## src/rtl/rrb_pkg.sv

```systemverilog
// Shared constants and types for the regulator register bank
package rrb_pkg;

  // ---------------------------------------------------------------
  // Register map
  // ---------------------------------------------------------------
  localparam int            NREG          = 39;
  localparam logic [7:0]    A_DEVICE_REVISION_ID     = 8'h00;
  localparam logic [7:0]    A_OTP_VER     = 8'h01;
  localparam logic [7:0]    A_BUCK0_CA    = 8'h02;
  localparam logic [7:0]    A_BUCK0_CB    = 8'h03;
  localparam logic [7:0]    A_BUCK1_CA    = 8'h04;
  localparam logic [7:0]    A_BUCK1_CB    = 8'h05;
  localparam logic [7:0]    A_CONV0_VOLTAGE_CODE  = 8'h06;
  localparam logic [7:0]    A_CONV1_VOLTAGE_CODE  = 8'h07;
  localparam logic [7:0]    A_LDO0_CONTROL   = 8'h08;
  localparam logic [7:0]    A_LDO1_CONTROL   = 8'h09;
  localparam logic [7:0]    A_PG_CFG_A    = 8'h15;
  localparam logic [7:0]    A_PG_CFG_B    = 8'h16;
  localparam logic [7:0]    A_POWER_GOOD_FAULT_FLAGS    = 8'h17;
  localparam logic [7:0]    A_SOFT_RST    = 8'h18;
  localparam logic [7:0]    A_IRQ_TOP_A   = 8'h19;
  localparam logic [7:0]    A_IRQ_TOP_B   = 8'h1a;
  localparam logic [7:0]    A_IRQ_CONV    = 8'h1b;
  localparam logic [7:0]    A_IRQ_LIN     = 8'h1c;
  localparam logic [7:0]    A_STAT_TOP    = 8'h1d;
  localparam logic [7:0]    A_STAT_CONV   = 8'h1e;
  localparam logic [7:0]    A_STAT_LIN    = 8'h1f;
  localparam logic [7:0]    A_MASK_TOP_A  = 8'h20;
  localparam logic [7:0]    A_MASK_TOP_B  = 8'h21;
  localparam logic [7:0]    A_MASK_CONV   = 8'h22;
  localparam logic [7:0]    A_MASK_LIN    = 8'h23;
  localparam logic [7:0]    A_LOAD_SEL    = 8'h24;
  localparam logic [7:0]    A_LOAD_HI     = 8'h25;
  localparam logic [7:0]    A_LOAD_LO     = 8'h26;

  // ---------------------------------------------------------------
  // Writable and readable bit masks
  // ---------------------------------------------------------------
  localparam logic [7:0]    M_BUCK0_CA    = 8'h1f;
  localparam logic [7:0]    M_BUCK1_CA    = 8'h0f;
  localparam logic [7:0]    M_BUCK_CB     = 8'h3f;
  localparam logic [7:0]    M_FULL        = 8'hff;
  localparam logic [7:0]    M_LDO_CTRL    = 8'h07;
  localparam logic [7:0]    M_PG_CFG_A    = 8'hdf;
  localparam logic [7:0]    M_PG_CFG_B    = 8'h07;
  localparam logic [7:0]    M_POWER_GOOD_FAULT_FLAGS    = 8'h0f;
  localparam logic [7:0]    M_BIT0        = 8'h01;
  localparam logic [7:0]    M_IRQ_SUB     = 8'h77;
  localparam logic [7:0]    M_STAT_TOP    = 8'h9e;
  localparam logic [7:0]    M_STAT_SUB    = 8'hdd;
  localparam logic [7:0]    M_MASK_TOP_A  = 8'h95;
  localparam logic [7:0]    M_NONE        = 8'h00;

  // ---------------------------------------------------------------
  // Field positions
  // ---------------------------------------------------------------
  localparam int            B_ON          = 0;
  localparam int            B_PIN_GATE    = 1;
  localparam int            B_DISCHARGE   = 2;
  localparam int            B_FIXED_FREQ  = 3;
  localparam int            B_MULTIPHASE  = 4;
  localparam int            B_ILIM_LO     = 3;
  localparam int            B_RAMP_LO     = 0;
  localparam int            W_CODE3       = 3;
  localparam int            W_LOAD        = 9;
  localparam logic [7:0]    RST_DISCHARGE = 8'h04;

  // ---------------------------------------------------------------
  // Serial link constants
  // ---------------------------------------------------------------
  localparam logic [3:0]    BITS_BYTE     = 4'h8;
  localparam logic [6:0]    DEV_ADDR_DEF  = 7'h60;

  // ---------------------------------------------------------------
  // Types
  // ---------------------------------------------------------------
  typedef enum logic [3:0] {
    PH_IDLE    = 4'b0000,
    PH_DEVADDR = 4'b0001,
    PH_ADR_ACK = 4'b0010,
    PH_REGIDX  = 4'b0011,
    PH_IDX_ACK = 4'b0100,
    PH_WRDATA  = 4'b0101,
    PH_WR_ACK  = 4'b0110,
    PH_RDDATA  = 4'b0111,
    PH_RD_ACK  = 4'b1000
  } rrb_phase_e;

  typedef struct packed {
    logic [7:0]        top_evt;
    logic [7:0]        conv_evt;
    logic [7:0]        lin_evt;
    logic [7:0]        top_stat;
    logic [7:0]        conv_stat;
    logic [7:0]        lin_stat;
    logic [3:0]        power_good_fault_flags;
    logic [W_LOAD-1:0] load_cur;
  } rrb_status_s;

  typedef struct packed {
    logic [3:0]         reg_on;
    logic [3:0]         discharge_on;
    logic               conv0_force_fixed_freq;
    logic               conv1_force_fixed_freq;
    logic               conv0_force_multiphase;
    logic [W_CODE3-1:0] conv0_current_limit;
    logic [W_CODE3-1:0] conv1_current_limit;
    logic [W_CODE3-1:0] conv0_ramp_rate;
    logic [W_CODE3-1:0] conv1_ramp_rate;
    logic [7:0]         conv0_voltage_code;
    logic [7:0]         conv1_voltage_code;
  } rrb_ctrl_s;

  typedef logic [NREG-1:0][7:0] rrb_regs_t;

  // Power-on image: discharge paths connected, all else cleared
  function automatic rrb_regs_t rrb_reset_image();
    rrb_regs_t r;
    r = '0;
    r[A_BUCK0_CA] = RST_DISCHARGE;
    r[A_BUCK1_CA] = RST_DISCHARGE;
    r[A_LDO0_CONTROL] = RST_DISCHARGE;
    r[A_LDO1_CONTROL] = RST_DISCHARGE;
    return r;
  endfunction

  localparam rrb_regs_t     REG_RESET     = rrb_reset_image();

endpackage

```

## src/rtl/rrb_top.sv

```systemverilog
// Serial-access control and status register bank of the regulator manager
`timescale 1ns/1ps

module rrb_top
#(
  parameter logic [6:0] DEV_ADDR     = rrb_pkg::DEV_ADDR_DEF,
  // Arbitrary identification values
  parameter logic [7:0] DEVICE_REVISION_ID_CODE = 8'h40,
  parameter logic [7:0] OTP_VER_CODE = 8'h01
)
(
  // Clock and reset
  input  wire logic                 SYS_CLK_I,
  input  wire logic                 RST_B_I,
  // Serial bus
  input  wire logic                 SCL_I,
  input  wire logic                 SDA_I,
  output logic                      SDA_O,
  output logic                      SDA_OE_O,
  // Enable pin and analog status
  input  wire logic                 EN_PIN_I,
  input  wire rrb_pkg::rrb_status_s STATUS_I,
  // Regulator controls
  output rrb_pkg::rrb_ctrl_s        CTRL_O
);
  import rrb_pkg::*;

  // ---------------------------------------------------------------
  // State
  // ---------------------------------------------------------------
  typedef struct packed {
    rrb_phase_e  phase;
    logic [1:0]  scl_s;
    logic [1:0]  sda_s;
    logic        scl_p;
    logic        sda_p;
    logic [1:0]  en_s;
    rrb_status_s st_m;
    rrb_status_s st_s;
    logic [3:0]  cnt;
    logic [7:0]  sh;
    logic        rw;
    logic        nack;
    logic [7:0]  idx;
    rrb_regs_t   regs;
    logic        sda_oe;
    logic        sda_o;
    rrb_ctrl_s   ctrl;
  } rrb_state_s;

  rrb_state_s s_q;
  rrb_state_s s_d;

  // ---------------------------------------------------------------
  // Helpers
  // ---------------------------------------------------------------
  // Bits that a host write may change; zero marks read-only or unmapped
  function automatic logic [7:0] wmask(input logic [7:0] a);
    case (a)
      A_BUCK0_CA:                  wmask = M_BUCK0_CA;
      A_BUCK1_CA:                  wmask = M_BUCK1_CA;
      A_BUCK0_CB, A_BUCK1_CB:      wmask = M_BUCK_CB;
      A_CONV0_VOLTAGE_CODE, A_CONV1_VOLTAGE_CODE:  wmask = M_FULL;
      A_LDO0_CONTROL, A_LDO1_CONTROL:    wmask = M_LDO_CTRL;
      A_PG_CFG_A:                  wmask = M_PG_CFG_A;
      A_PG_CFG_B:                  wmask = M_PG_CFG_B;
      A_SOFT_RST:                  wmask = M_BIT0;
      A_IRQ_TOP_A:                 wmask = M_FULL;
      A_IRQ_CONV, A_IRQ_LIN:       wmask = M_IRQ_SUB;
      A_MASK_TOP_A:                wmask = M_MASK_TOP_A;
      A_MASK_TOP_B:                wmask = M_BIT0;
      A_MASK_CONV, A_MASK_LIN:     wmask = M_STAT_SUB;
      A_LOAD_SEL:                  wmask = M_BIT0;
      default:                     wmask = M_NONE;
    endcase
  endfunction

  function automatic logic [7:0] rd_byte(input logic [7:0] a, input rrb_regs_t r,
                                         input rrb_status_s st);
    case (a)
      A_DEVICE_REVISION_ID:   rd_byte = DEVICE_REVISION_ID_CODE;
      A_OTP_VER:   rd_byte = OTP_VER_CODE;
      A_POWER_GOOD_FAULT_FLAGS:  rd_byte = {4'h0, st.power_good_fault_flags} & M_POWER_GOOD_FAULT_FLAGS;
      A_STAT_TOP:  rd_byte = st.top_stat & M_STAT_TOP;
      A_STAT_CONV: rd_byte = st.conv_stat & M_STAT_SUB;
      A_STAT_LIN:  rd_byte = st.lin_stat & M_STAT_SUB;
      A_LOAD_HI:   rd_byte = {7'h00, st.load_cur[W_LOAD-1]};
      A_LOAD_LO:   rd_byte = st.load_cur[7:0];
      default:     rd_byte = (a < 8'(NREG)) ? (r[a[5:0]] & wmask(a)) : 8'h00;
    endcase
  endfunction

  // Effective on state of one regulator
  function automatic logic eff_on(input logic [7:0] c, input logic pin);
    eff_on = c[B_ON] & (~c[B_PIN_GATE] | pin);
  endfunction

  // ---------------------------------------------------------------
  // Next state
  // ---------------------------------------------------------------
  logic       scl_rise;
  logic       scl_fall;
  logic       start_c;
  logic       stop_c;
  logic [7:0] wr_data;
  logic [7:0] rd_data;
  logic [7:0] evt_now;

  always_comb
  begin
    s_d = s_q;
    wr_data = 8'h00;
    // Synchronisers; only the second stage feeds any logic
    s_d.scl_s = {s_q.scl_s[0], SCL_I};
    s_d.sda_s = {s_q.sda_s[0], SDA_I};
    s_d.en_s  = {s_q.en_s[0], EN_PIN_I};
    s_d.st_m  = STATUS_I;
    s_d.st_s  = s_q.st_m;
    s_d.scl_p = s_q.scl_s[1];
    s_d.sda_p = s_q.sda_s[1];
    scl_rise = s_q.scl_s[1] & ~s_q.scl_p;
    scl_fall = ~s_q.scl_s[1] & s_q.scl_p;
    start_c  = s_q.scl_s[1] & s_q.scl_p & s_q.sda_p & ~s_q.sda_s[1];
    stop_c   = s_q.scl_s[1] & s_q.scl_p & ~s_q.sda_p & s_q.sda_s[1];
    rd_data  = rd_byte(s_q.idx, s_q.regs, s_q.st_s);
    // Events aimed at the flag byte under the index, kept through a clear
    evt_now  = (s_q.idx == A_IRQ_TOP_A) ? s_q.st_s.top_evt
             : (s_q.idx == A_IRQ_CONV)  ? (s_q.st_s.conv_evt & M_IRQ_SUB)
             : (s_q.idx == A_IRQ_LIN)   ? (s_q.st_s.lin_evt & M_IRQ_SUB)
             : 8'h00;

    // Sticky event flags; a new event wins over a clear in the same cycle
    s_d.regs[A_IRQ_TOP_A] = s_q.regs[A_IRQ_TOP_A] | s_q.st_s.top_evt;
    s_d.regs[A_IRQ_CONV]  = s_q.regs[A_IRQ_CONV] | (s_q.st_s.conv_evt & M_IRQ_SUB);
    s_d.regs[A_IRQ_LIN]   = s_q.regs[A_IRQ_LIN] | (s_q.st_s.lin_evt & M_IRQ_SUB);
    // Soft reset bit is self-clearing
    s_d.regs[A_SOFT_RST]  = 8'h00;

    if (start_c)
    begin
      s_d.phase  = PH_DEVADDR;
      s_d.cnt    = 4'h0;
      s_d.sda_oe = 1'b0;
    end
    else if (stop_c)
    begin
      s_d.phase  = PH_IDLE;
      s_d.sda_oe = 1'b0;
    end
    else if (scl_rise)
    begin
      case (s_q.phase)
        PH_DEVADDR, PH_REGIDX, PH_WRDATA:
        begin
          s_d.sh  = {s_q.sh[6:0], s_q.sda_s[1]};
          s_d.cnt = s_q.cnt + 4'h1;
        end
        PH_RDDATA: s_d.cnt = s_q.cnt + 4'h1;
        PH_RD_ACK: s_d.nack = s_q.sda_s[1];
        default:   s_d.cnt = s_q.cnt;
      endcase
    end
    else if (scl_fall)
    begin
      case (s_q.phase)
        PH_DEVADDR:
        begin
          if (s_q.cnt == BITS_BYTE)
          begin
            if (s_q.sh[7:1] == DEV_ADDR)
            begin
              s_d.rw     = s_q.sh[0];
              s_d.sda_oe = 1'b1;
              s_d.phase  = PH_ADR_ACK;
            end
            else
            begin
              s_d.phase = PH_IDLE;
            end
          end
        end
        PH_REGIDX:
        begin
          if (s_q.cnt == BITS_BYTE)
          begin
            s_d.idx    = s_q.sh;
            s_d.sda_oe = 1'b1;
            s_d.phase  = PH_IDX_ACK;
          end
        end
        PH_WRDATA:
        begin
          if (s_q.cnt == BITS_BYTE)
          begin
            wr_data = s_q.sh;
            if (s_q.idx < 8'(NREG))
            begin
              case (s_q.idx)
                A_IRQ_TOP_A, A_IRQ_CONV, A_IRQ_LIN:
                  // Write one to clear, new events still land
                  s_d.regs[s_q.idx[5:0]] = (s_q.regs[s_q.idx[5:0]] & ~wr_data) | evt_now;
                A_SOFT_RST:
                  if (wr_data[0])
                  begin
                    s_d.regs = REG_RESET;
                  end
                default:
                  s_d.regs[s_q.idx[5:0]] = (s_q.regs[s_q.idx[5:0]] & ~wmask(s_q.idx))
                                         | (wr_data & wmask(s_q.idx));
              endcase
            end
            s_d.idx    = s_q.idx + 8'h01;
            s_d.sda_oe = 1'b1;
            s_d.phase  = PH_WR_ACK;
          end
        end
        PH_ADR_ACK:
        begin
          s_d.cnt = 4'h0;
          if (s_q.rw)
          begin
            // Read uses the index left by the preceding write phase
            s_d.sh     = rd_data;
            s_d.sda_oe = ~rd_data[7];
            s_d.phase  = PH_RDDATA;
          end
          else
          begin
            s_d.sda_oe = 1'b0;
            s_d.phase  = PH_REGIDX;
          end
        end
        PH_IDX_ACK, PH_WR_ACK:
        begin
          s_d.cnt    = 4'h0;
          s_d.sda_oe = 1'b0;
          s_d.phase  = PH_WRDATA;
        end
        PH_RDDATA:
        begin
          if (s_q.cnt == BITS_BYTE)
          begin
            s_d.sda_oe = 1'b0;
            s_d.phase  = PH_RD_ACK;
          end
          else
          begin
            s_d.sh     = {s_q.sh[6:0], 1'b0};
            s_d.sda_oe = ~s_q.sh[6];
          end
        end
        PH_RD_ACK:
        begin
          s_d.cnt = 4'h0;
          if (s_q.nack)
          begin
            s_d.phase = PH_IDLE;
          end
          else
          begin
            // No increment on reads: the same register is sent again
            s_d.sh     = rd_data;
            s_d.sda_oe = ~rd_data[7];
            s_d.phase  = PH_RDDATA;
          end
        end
        default: s_d.phase = PH_IDLE;
      endcase
    end

    // Regulator control outputs, registered one cycle after the bank
    s_d.ctrl.reg_on[0] = eff_on(s_q.regs[A_BUCK0_CA], s_q.en_s[1]);
    s_d.ctrl.reg_on[1] = eff_on(s_q.regs[A_BUCK1_CA], s_q.en_s[1]);
    s_d.ctrl.reg_on[2] = eff_on(s_q.regs[A_LDO0_CONTROL], s_q.en_s[1]);
    s_d.ctrl.reg_on[3] = eff_on(s_q.regs[A_LDO1_CONTROL], s_q.en_s[1]);
    s_d.ctrl.discharge_on[0] = s_q.regs[A_BUCK0_CA][B_DISCHARGE]
                             & ~eff_on(s_q.regs[A_BUCK0_CA], s_q.en_s[1]);
    s_d.ctrl.discharge_on[1] = s_q.regs[A_BUCK1_CA][B_DISCHARGE]
                             & ~eff_on(s_q.regs[A_BUCK1_CA], s_q.en_s[1]);
    s_d.ctrl.discharge_on[2] = s_q.regs[A_LDO0_CONTROL][B_DISCHARGE]
                             & ~eff_on(s_q.regs[A_LDO0_CONTROL], s_q.en_s[1]);
    s_d.ctrl.discharge_on[3] = s_q.regs[A_LDO1_CONTROL][B_DISCHARGE]
                             & ~eff_on(s_q.regs[A_LDO1_CONTROL], s_q.en_s[1]);
    s_d.ctrl.conv0_force_fixed_freq = s_q.regs[A_BUCK0_CA][B_FIXED_FREQ];
    s_d.ctrl.conv1_force_fixed_freq = s_q.regs[A_BUCK1_CA][B_FIXED_FREQ];
    s_d.ctrl.conv0_force_multiphase = s_q.regs[A_BUCK0_CA][B_MULTIPHASE];
    // Reserved codes are passed through unchanged; the analog side owns them
    s_d.ctrl.conv0_current_limit = s_q.regs[A_BUCK0_CB][B_ILIM_LO +: W_CODE3];
    s_d.ctrl.conv1_current_limit = s_q.regs[A_BUCK1_CB][B_ILIM_LO +: W_CODE3];
    s_d.ctrl.conv0_ramp_rate = s_q.regs[A_BUCK0_CB][B_RAMP_LO +: W_CODE3];
    s_d.ctrl.conv1_ramp_rate = s_q.regs[A_BUCK1_CB][B_RAMP_LO +: W_CODE3];
    s_d.ctrl.conv0_voltage_code = s_q.regs[A_CONV0_VOLTAGE_CODE];
    s_d.ctrl.conv1_voltage_code = s_q.regs[A_CONV1_VOLTAGE_CODE];
    s_d.sda_o = 1'b0;
  end

  // ---------------------------------------------------------------
  // Registers
  // ---------------------------------------------------------------
  always_ff @(posedge SYS_CLK_I or negedge RST_B_I)
  begin
    if (!RST_B_I)
    begin
      s_q        <= '0;
      s_q.phase  <= PH_IDLE;
      s_q.scl_s  <= 2'h3;
      s_q.sda_s  <= 2'h3;
      s_q.scl_p  <= 1'b1;
      s_q.sda_p  <= 1'b1;
      s_q.regs   <= REG_RESET;
    end
    else
    begin
      s_q <= s_d;
    end
  end

  // ---------------------------------------------------------------
  // Outputs
  // ---------------------------------------------------------------
  assign SDA_O    = s_q.sda_o;
  assign SDA_OE_O = s_q.sda_oe;
  assign CTRL_O   = s_q.ctrl;

endmodule

```

## config.mk

```make
export PLATFORM = sky130hd
export DESIGN_NAME = rrb_top
export DESIGN_NICKNAME = d
export VERILOG_FILES = /design/src/rtl/rrb_pkg.sv /design/src/rtl/rrb_top.sv
export SDC_FILE = /design/constraint.sdc
export NUM_CORES = 1
export LEC_CHECK = 0
export ABC_AREA = 1
export CORE_MARGIN = 1
export CORE_UTILIZATION = 50
export CTS_BUF_LIST = sky130_fd_sc_hd__clkbuf_4
export CTS_CLUSTER_SIZE = 12
export DETAILED_ROUTE_END_ITERATION = 7
export DONT_BUFFER_PORTS = 1
export MAX_ROUTING_LAYER = met4
export PLACE_DENSITY_LB_ADDON = 0.25
export SYNTH_ARGS = -nofsm -noshare
export SYNTH_HDL_FRONTEND = slang
export SYNTH_SLANG_ARGS = --single-unit
```

## constraint.sdc

```tcl
create_clock -name SYS_CLK_I -period 4.4 [get_ports SYS_CLK_I]
set_input_delay 0.44 -clock SYS_CLK_I [delete_from_list [all_inputs] [get_ports SYS_CLK_I]]
set_output_delay 0.44 -clock SYS_CLK_I [all_outputs]
set_load 0.005 [all_outputs]
```

==> impl_metrics.ini, run 1 <==
[run_status]
run_status = finished with violations
violations = negative hold slack, max-slew violations

[floorplanning]
initial_core_util_pct = 50.7
floorplan.io_pins = 107
design.core.area_mm2 = 0.0538
die_width_um = 236
dieHeight_um = 236
die_area_mm2 = 0.0555
rows = 85

[final_layout]
layout_common_cells = sky130_fd_sc_hd__nand2_1 (932), sky130_fd_sc_hd__o21ai_0 (495), sky130_fd_sc_hd__dfrtp_1 (474)
most_common_cell_after_layout_fill_and_taps_aside = sky130_fd_sc_hd__nand2_1
design.final.nets = 3856
synthToLayoutAreaGrowth_pct = 10.6
post_route_cells_drive_above_1_share_pct = 11.5
filler_cell_count = 5069

[detailed_routing]
remaining_drc_errors = 0
post_drt_via_cell_ratio = 5.74
detailed_router_iteration_count_before_antenna_repair = 7
routed-via-count = 26250
ant_nets = 0
drt_iter0_markers = 3004
total_wire_length_um = 88600
post_drt_wl_per_cell_um = 19.4

[place]
hpwlAfterDp_um = 55200
gp_congestion = 0.945
portBuffers = 0

[synthesis]
synth_enable_flop_cells = 0
synthAdderAreaFrac_pct = 0.551
synth_async_sr_flop_share_pct = 100
netlist.top_cell.by_area = sky130_fd_sc_hd__dfrtp_1
post-synth-top-area-fraction_pct = 43.7
postSynthAreaPerCell_um2 = 7.38
yosysSeqAreaShare_pct = 44.7
synth_compound_area_share_pct = 19.9
synthXorXnorAreaFrac_pct = 0.0321
ys.warnings.count = 0
synth-seq-cells = 486
synth.net_count = 3774
main_flop_type_after_synthesis = sky130_fd_sc_hd__dfrtp_1
synth_top_family_by_area = simple AND/OR/NAND/NOR gates
synth_simple_gate_area_share_pct = 24.6
synthesis.instances = 3696
synthMuxAreaShare_pct = 0.0780
synth_cell_type_count = 59
synth_top_cells_by_area = sky130_fd_sc_hd__dfrtp_1 (44%), sky130_fd_sc_hd__nand2_1 (13%), sky130_fd_sc_hd__o21ai_0 (9.1%)
mappedNetlistArea_mm2 = 0.0273

[global_route]
grt_use_total_pct = 33.0
globalRoute.totalOverflow = 0
antenna_found_initial = 1
largest_net_degree_at_the_start_of_global_routing = 487
grt_pass1_wl_um = 138000
number_of_global_route_vias_before_repair = 24391

[critical_path]
regToRegSetupSlack_ns = 0.53
timing.critical_path.fanout_max = 18
cp.required_ns = 5.28
criticalPathCategory = flop to flop
worst-endpoint-arrival_ns = 4.75
worstRegToRegCells = 12
setup.worst_path.start_class = flop
worstReg2RegEnd = s_q[253]
critical_path.reg2reg.startpoint = s_q[355]
endpoint_kind = flop

[clock_network]
clkLatencyLatePin_ns = 1.00
ctsHoldBuffers = 99
tritoncts = built
cts_root_buf = sky130_fd_sc_hd__clkbuf_4
ctsHtreeMaxLevel = 4
numClockSinks = 486
path_clk_slew_ns = 0.06
cts_inserted_buffers = 141
ctsLongestPathBuffers = 3

[timing]
final.min_clock_period_ns = 3.87
fmax_mhz = 258
holdWs_ns = -0.802
worstMarginPinSlew_ns = 1.85
fin_tns_setup_ns = 0
maxSlewHeadroom_pct = -23.4
rsz0062_at_grt = no
timing.final.hold_violations = 480
final_max_slew_viol_count = 185
setup_viol = 0
fin_worst_skew_ns = 0.0790
post-route-period-util_pct = 88.0

[job]
drv.max_cap_violation_count = 0

[power]
power_density_mw_per_mm2 = 303
leakagePower_nw = 13.6
peakVddDrop_v = 0.000296

[hold_path]
hold_path.class = input pin to async pin
==> report_power, final <==
group	leakage [nW]	total (mW)	internal (mW)	switching, mW
sequential	6.40	4.60	4.54	0.0526
combinational	6.15	0.165	0.0853	0.0794
clock	1.07	4.38	2.34	2.04
==> stage by stage <==
stage	setup slack [ns]	cells	util, %	total power [mW]	cell area (µm²)
global route	0.481	4577	56.0	9.47	30100
finish	0.529	4577	56.0	9.14	30100
global placement	0.792	4232	50.8	4.76	27400
detailed placement	0.738	4232	50.8	4.76	27400
CTS	0.752	4573	56.0	9.17	30100
floorplan	1.88	3696	-	4.72	27300
==> how the worst max path moves through the flow <==
stage,start,to,slack (ns)
5_1_grt,s_q[355],s_q[285],0.48
4_1_cts,s_q[353],s_q[219],0.75
3_3_place_gp,s_q[353],s_q[52],0.79
3_5_place_dp,s_q[353],s_q[52],0.74
6_report,s_q[355],s_q[253],0.53
2_1_floorplan,s_q[354],s_q[241],1.88
==> synth_stat cells (all sizes together), types with 2 or more instances <==
cell type and instances:
a211oi 2, a21oi 151, a221oi 2, a22oi 6, a31oi 189, buf 186
clkbuf 59, clkinv 8, dfrtp 476, dfstp 10, ha 12, inv 314
nand2 947, nand3 181, nand4 17, nor2 467, nor3 15, nor4 3
o211ai 33, o21ai 594, o22ai 2, or2 8
==> registers in the layout, indices dropped and copies added, names as in the netlist <==
name      count
CTRL_O       39
s_q         360
s_d          86
SDA_OE_O      1
==> cell families after synthesis <==
family                     after synthesis
AOI/OAI and AO/OA                      986
xor gates and xnor gates                 1
adders and majority gates               12
buffers and inverters                  567
DFF                                    486
muxes                                    2
other                                    1
and+or+nand+nor                       1641
==> timing repair <==
item                      in CTS  in global routing
buffers inserted               0                  0
hold endpoints to repair     539                486
resized for setup              0                  0
==> cell type report <==
cell class	count	area (µm²)	share of cell area, %
Timing Repair Buffer	184	1730	5.74
Clock buffer	202	1520	5.03
Multi-Input combinational cell	2643	12300	41.0
Clock inverter	40	265	0.880
Tap cell	696	871	2.89
Inverter	322	1230	4.07
Antenna cell	4	10.0	0.0332
Sequential cell	486	12200	40.4
==> critical path: stages (launching register included) <==
cell,delay (ns)
sky130_fd_sc_hd__dfrtp_1,0.83
sky130_fd_sc_hd__inv_2,0.41
sky130_fd_sc_hd__nor2_4,0.37
sky130_fd_sc_hd__nand3_1,0.13
sky130_fd_sc_hd__o21ai_1,0.18
sky130_fd_sc_hd__o21ai_1,0.20
sky130_fd_sc_hd__nand3_1,0.23
sky130_fd_sc_hd__nor2_2,0.07
sky130_fd_sc_hd__nand2_2,0.32
sky130_fd_sc_hd__nand2_2,0.48
sky130_fd_sc_hd__o21ai_0,0.31
sky130_fd_sc_hd__inv_1,0.07
sky130_fd_sc_hd__a21oi_1,0.13
==> metal layers <==
layer | wire length, µm | track usage (%)
met3 | 8690 | 7.16
met4 | 4580 | 17.9
met5 | 0 | -
met2 | 38900 | 48.5
met1 | 36400 | 42.5
(Power assumes the default switching activity.)
==> run 2, diff against run 1 <==
REMOVE_ABC_BUFFERS = 1   (was default)
==> impl_metrics.ini, run 2 (same netlist as run 1, synthesis figures left out) <==
[clock_network]
ctsHtreeMaxLevel = 4
tritoncts = built
path_clk_slew_ns = 0.08
clkLatencyLatePin_ns = 1.01
ctsLongestPathBuffers = 3
cts_inserted_buffers = 136
cts.repair.resized = 0
ctsHoldBuffers = 106
post_cts_buffers = 0
cts_root_buf = sky130_fd_sc_hd__clkbuf_4
numClockSinks = 486

[floorplanning]
dieHeight_um = 236
initial_core_util_pct = 50.7
floorplan.io_pins = 107
die_area_mm2 = 0.0555
die_width_um = 236
design.core.area_mm2 = 0.0538
rows = 85

[final_layout]
largest_reg_flops = 360
area_of_all_placed_cells_without_fillers_mm2 = 0.0300
largest-register = s_q
layout_common_cells = sky130_fd_sc_hd__nand2_1 (932), sky130_fd_sc_hd__o21ai_0 (495), sky130_fd_sc_hd__dfrtp_1 (474)
synthToLayoutAreaGrowth_pct = 10.2
final_core_utilization_pct = 55.8
design.final.nets = 3849
post_route_cells_drive_above_1_share_pct = 11.1
most_common_cell_after_layout_fill_and_taps_aside = sky130_fd_sc_hd__nand2_1

[critical_path]
endpoint_kind = flop
worstRegToRegCells = 13
worstSetupStartpoint = s_q[355]
worst-endpoint-arrival_ns = 4.74
cp.required_ns = 5.34
cp-endpoint = s_q[257]
worstReg2RegEnd = s_q[257]
critical_path.reg2reg.startpoint = s_q[355]
criticalPathCategory = flop to flop
timing.critical_path.fanout_max = 19
setup.worst_path.start_class = flop
regToRegSetupSlack_ns = 0.60

[hold_path]
hold_path.class = input pin to async pin

[global_route]
number_of_global_route_vias_before_repair = 24502
globalRoute.totalOverflow = 0
largest_net_degree_at_the_start_of_global_routing = 487
grt_pass1_wl_um = 140000
grt_use_total_pct = 33.7
antenna_found_initial = 2

[place]
portBuffers = 0
gp_congestion = 0.968
hpwlAfterDp_um = 55600
placement.cell_area_mm2 = 0.0273
detailedPlace.worstSlack_ns = 0.800

[power]
leakagePower_nw = 13.5
net_load_switching_power_mw = 2.19
internal-power_mw = 6.82
power_density_mw_per_mm2 = 300
p_total_mw = 9.00
comb_power_share_pct = 2.0
peakVddDrop_v = 0.000285
seq_power_share_pct = 51.1
power.switching_fraction_pct = 24.3
pwr-share-clk_pct = 47.0

[detailed_routing]
remaining_drc_errors = 0
total_wire_length_um = 90200
detailed_router_iteration_count_before_antenna_repair = 6
routed-via-count = 26315
post_drt_wl_per_cell_um = 19.7
drt_iter0_markers = 3125
post_drt_via_cell_ratio = 5.76
ant_nets = 0

[timing]
holdWs_ns = -0.846
setup_viol = 0
fmax_mhz = 263
maxSlewHeadroom_pct = 29.7
worstMarginPinSlew_ns = 1.05
timing.final.hold_violations = 486
rsz0062_at_grt = no
final_max_slew_viol_count = 0
layout_setup_ws_ns = 0.596
fin_worst_skew_ns = 0.0797
post-route-period-util_pct = 86.4
final.min_clock_period_ns = 3.80

[run_status]
violations = negative hold slack
run_status = finished with violations

[job]
drv.max_cap_violation_count = 0
-- run 2: cell count changes in the layout (fill, tap and decap cells not counted), sizes merged --
cell and change:
clkbuf -11, clkinv +2, dlygate4sd3 +7, clkinvlp +5, buf -9, inv +1, bufinv -1
-- run 2: worst min-delay path by stage --
stage	endpoint	from	slack (ns)
after CTS	s_d[25]	RST_B_I	-0.95
final	s_d[21]	RST_B_I	-0.85
after global placement	CTRL_O[10]	RST_B_I	0.17
after global routing	CTRL_O[10]	RST_B_I	-0.89
after floorplan	CTRL_O[0]	RST_B_I	0.14
after detailed placement	CTRL_O[21]	RST_B_I	0.17
-- run 2: critical path, cell delays in order (launching register included) --
cell,delay (ns)
sky130_fd_sc_hd__dfrtp_1,0.72
sky130_fd_sc_hd__inv_2,0.40
sky130_fd_sc_hd__nor2_4,0.61
sky130_fd_sc_hd__nand3_1,0.25
sky130_fd_sc_hd__nand2_1,0.12
sky130_fd_sc_hd__o21ai_1,0.16
sky130_fd_sc_hd__nand2_1,0.17
sky130_fd_sc_hd__nor2_1,0.11
sky130_fd_sc_hd__nand3_1,0.12
sky130_fd_sc_hd__buf_4,0.39
sky130_fd_sc_hd__nand3_1,0.28
sky130_fd_sc_hd__o21ai_0,0.26
sky130_fd_sc_hd__nor2_1,0.06
sky130_fd_sc_hd__nor2_1,0.09
-- run 2: cell type report --
| class | instances | area [µm²] |
|---|---|---|
| Inverter | 322 | 1230 |
| Clock buffer | 191 | 1430 |
| Fill cell | 5086 | 23800 |
| Tap cell | 696 | 871 |
| Timing Repair Buffer | 182 | 1690 |
| Clock inverter | 47 | 280 |
| Sequential cell | 486 | 12200 |
| Multi-Input combinational cell | 2643 | 12300 |
| Antenna cell | 4 | 10.0 |
-- run 2: power by group through the flow --
| stage | registers, mW | clock network, mW | logic (mW) |
|---|---|---|---|
| 5_1_grt | 4.60 | 4.55 | 0.189 |
| 2_1_floorplan | 4.66 | 0 | 0.0658 |
| 3_5_place_dp | 4.68 | 0 | 0.0923 |
| 6_report | 4.60 | 4.23 | 0.176 |
| 3_3_place_gp | 4.67 | 0 | 0.0918 |
| 4_1_cts | 4.59 | 4.28 | 0.165 |
-- run 2: stage by stage --
stage	cells	setup TNS, ns
after floorplan	3451	-1327.81
after global placement	4223	0
after detailed placement	4223	0
after CTS	4567	0
after global routing	4570	0
final	4571	0
-- run 2: per-layer routing --
layer,global-route usage (%),share of wire [%],vias up
met5,-,0,-
met4,16.0,4.4,0
met3,7.86,9.7,263
met2,49.3,44,1341
met1,44.1,42,12318
li1,-,-,12393
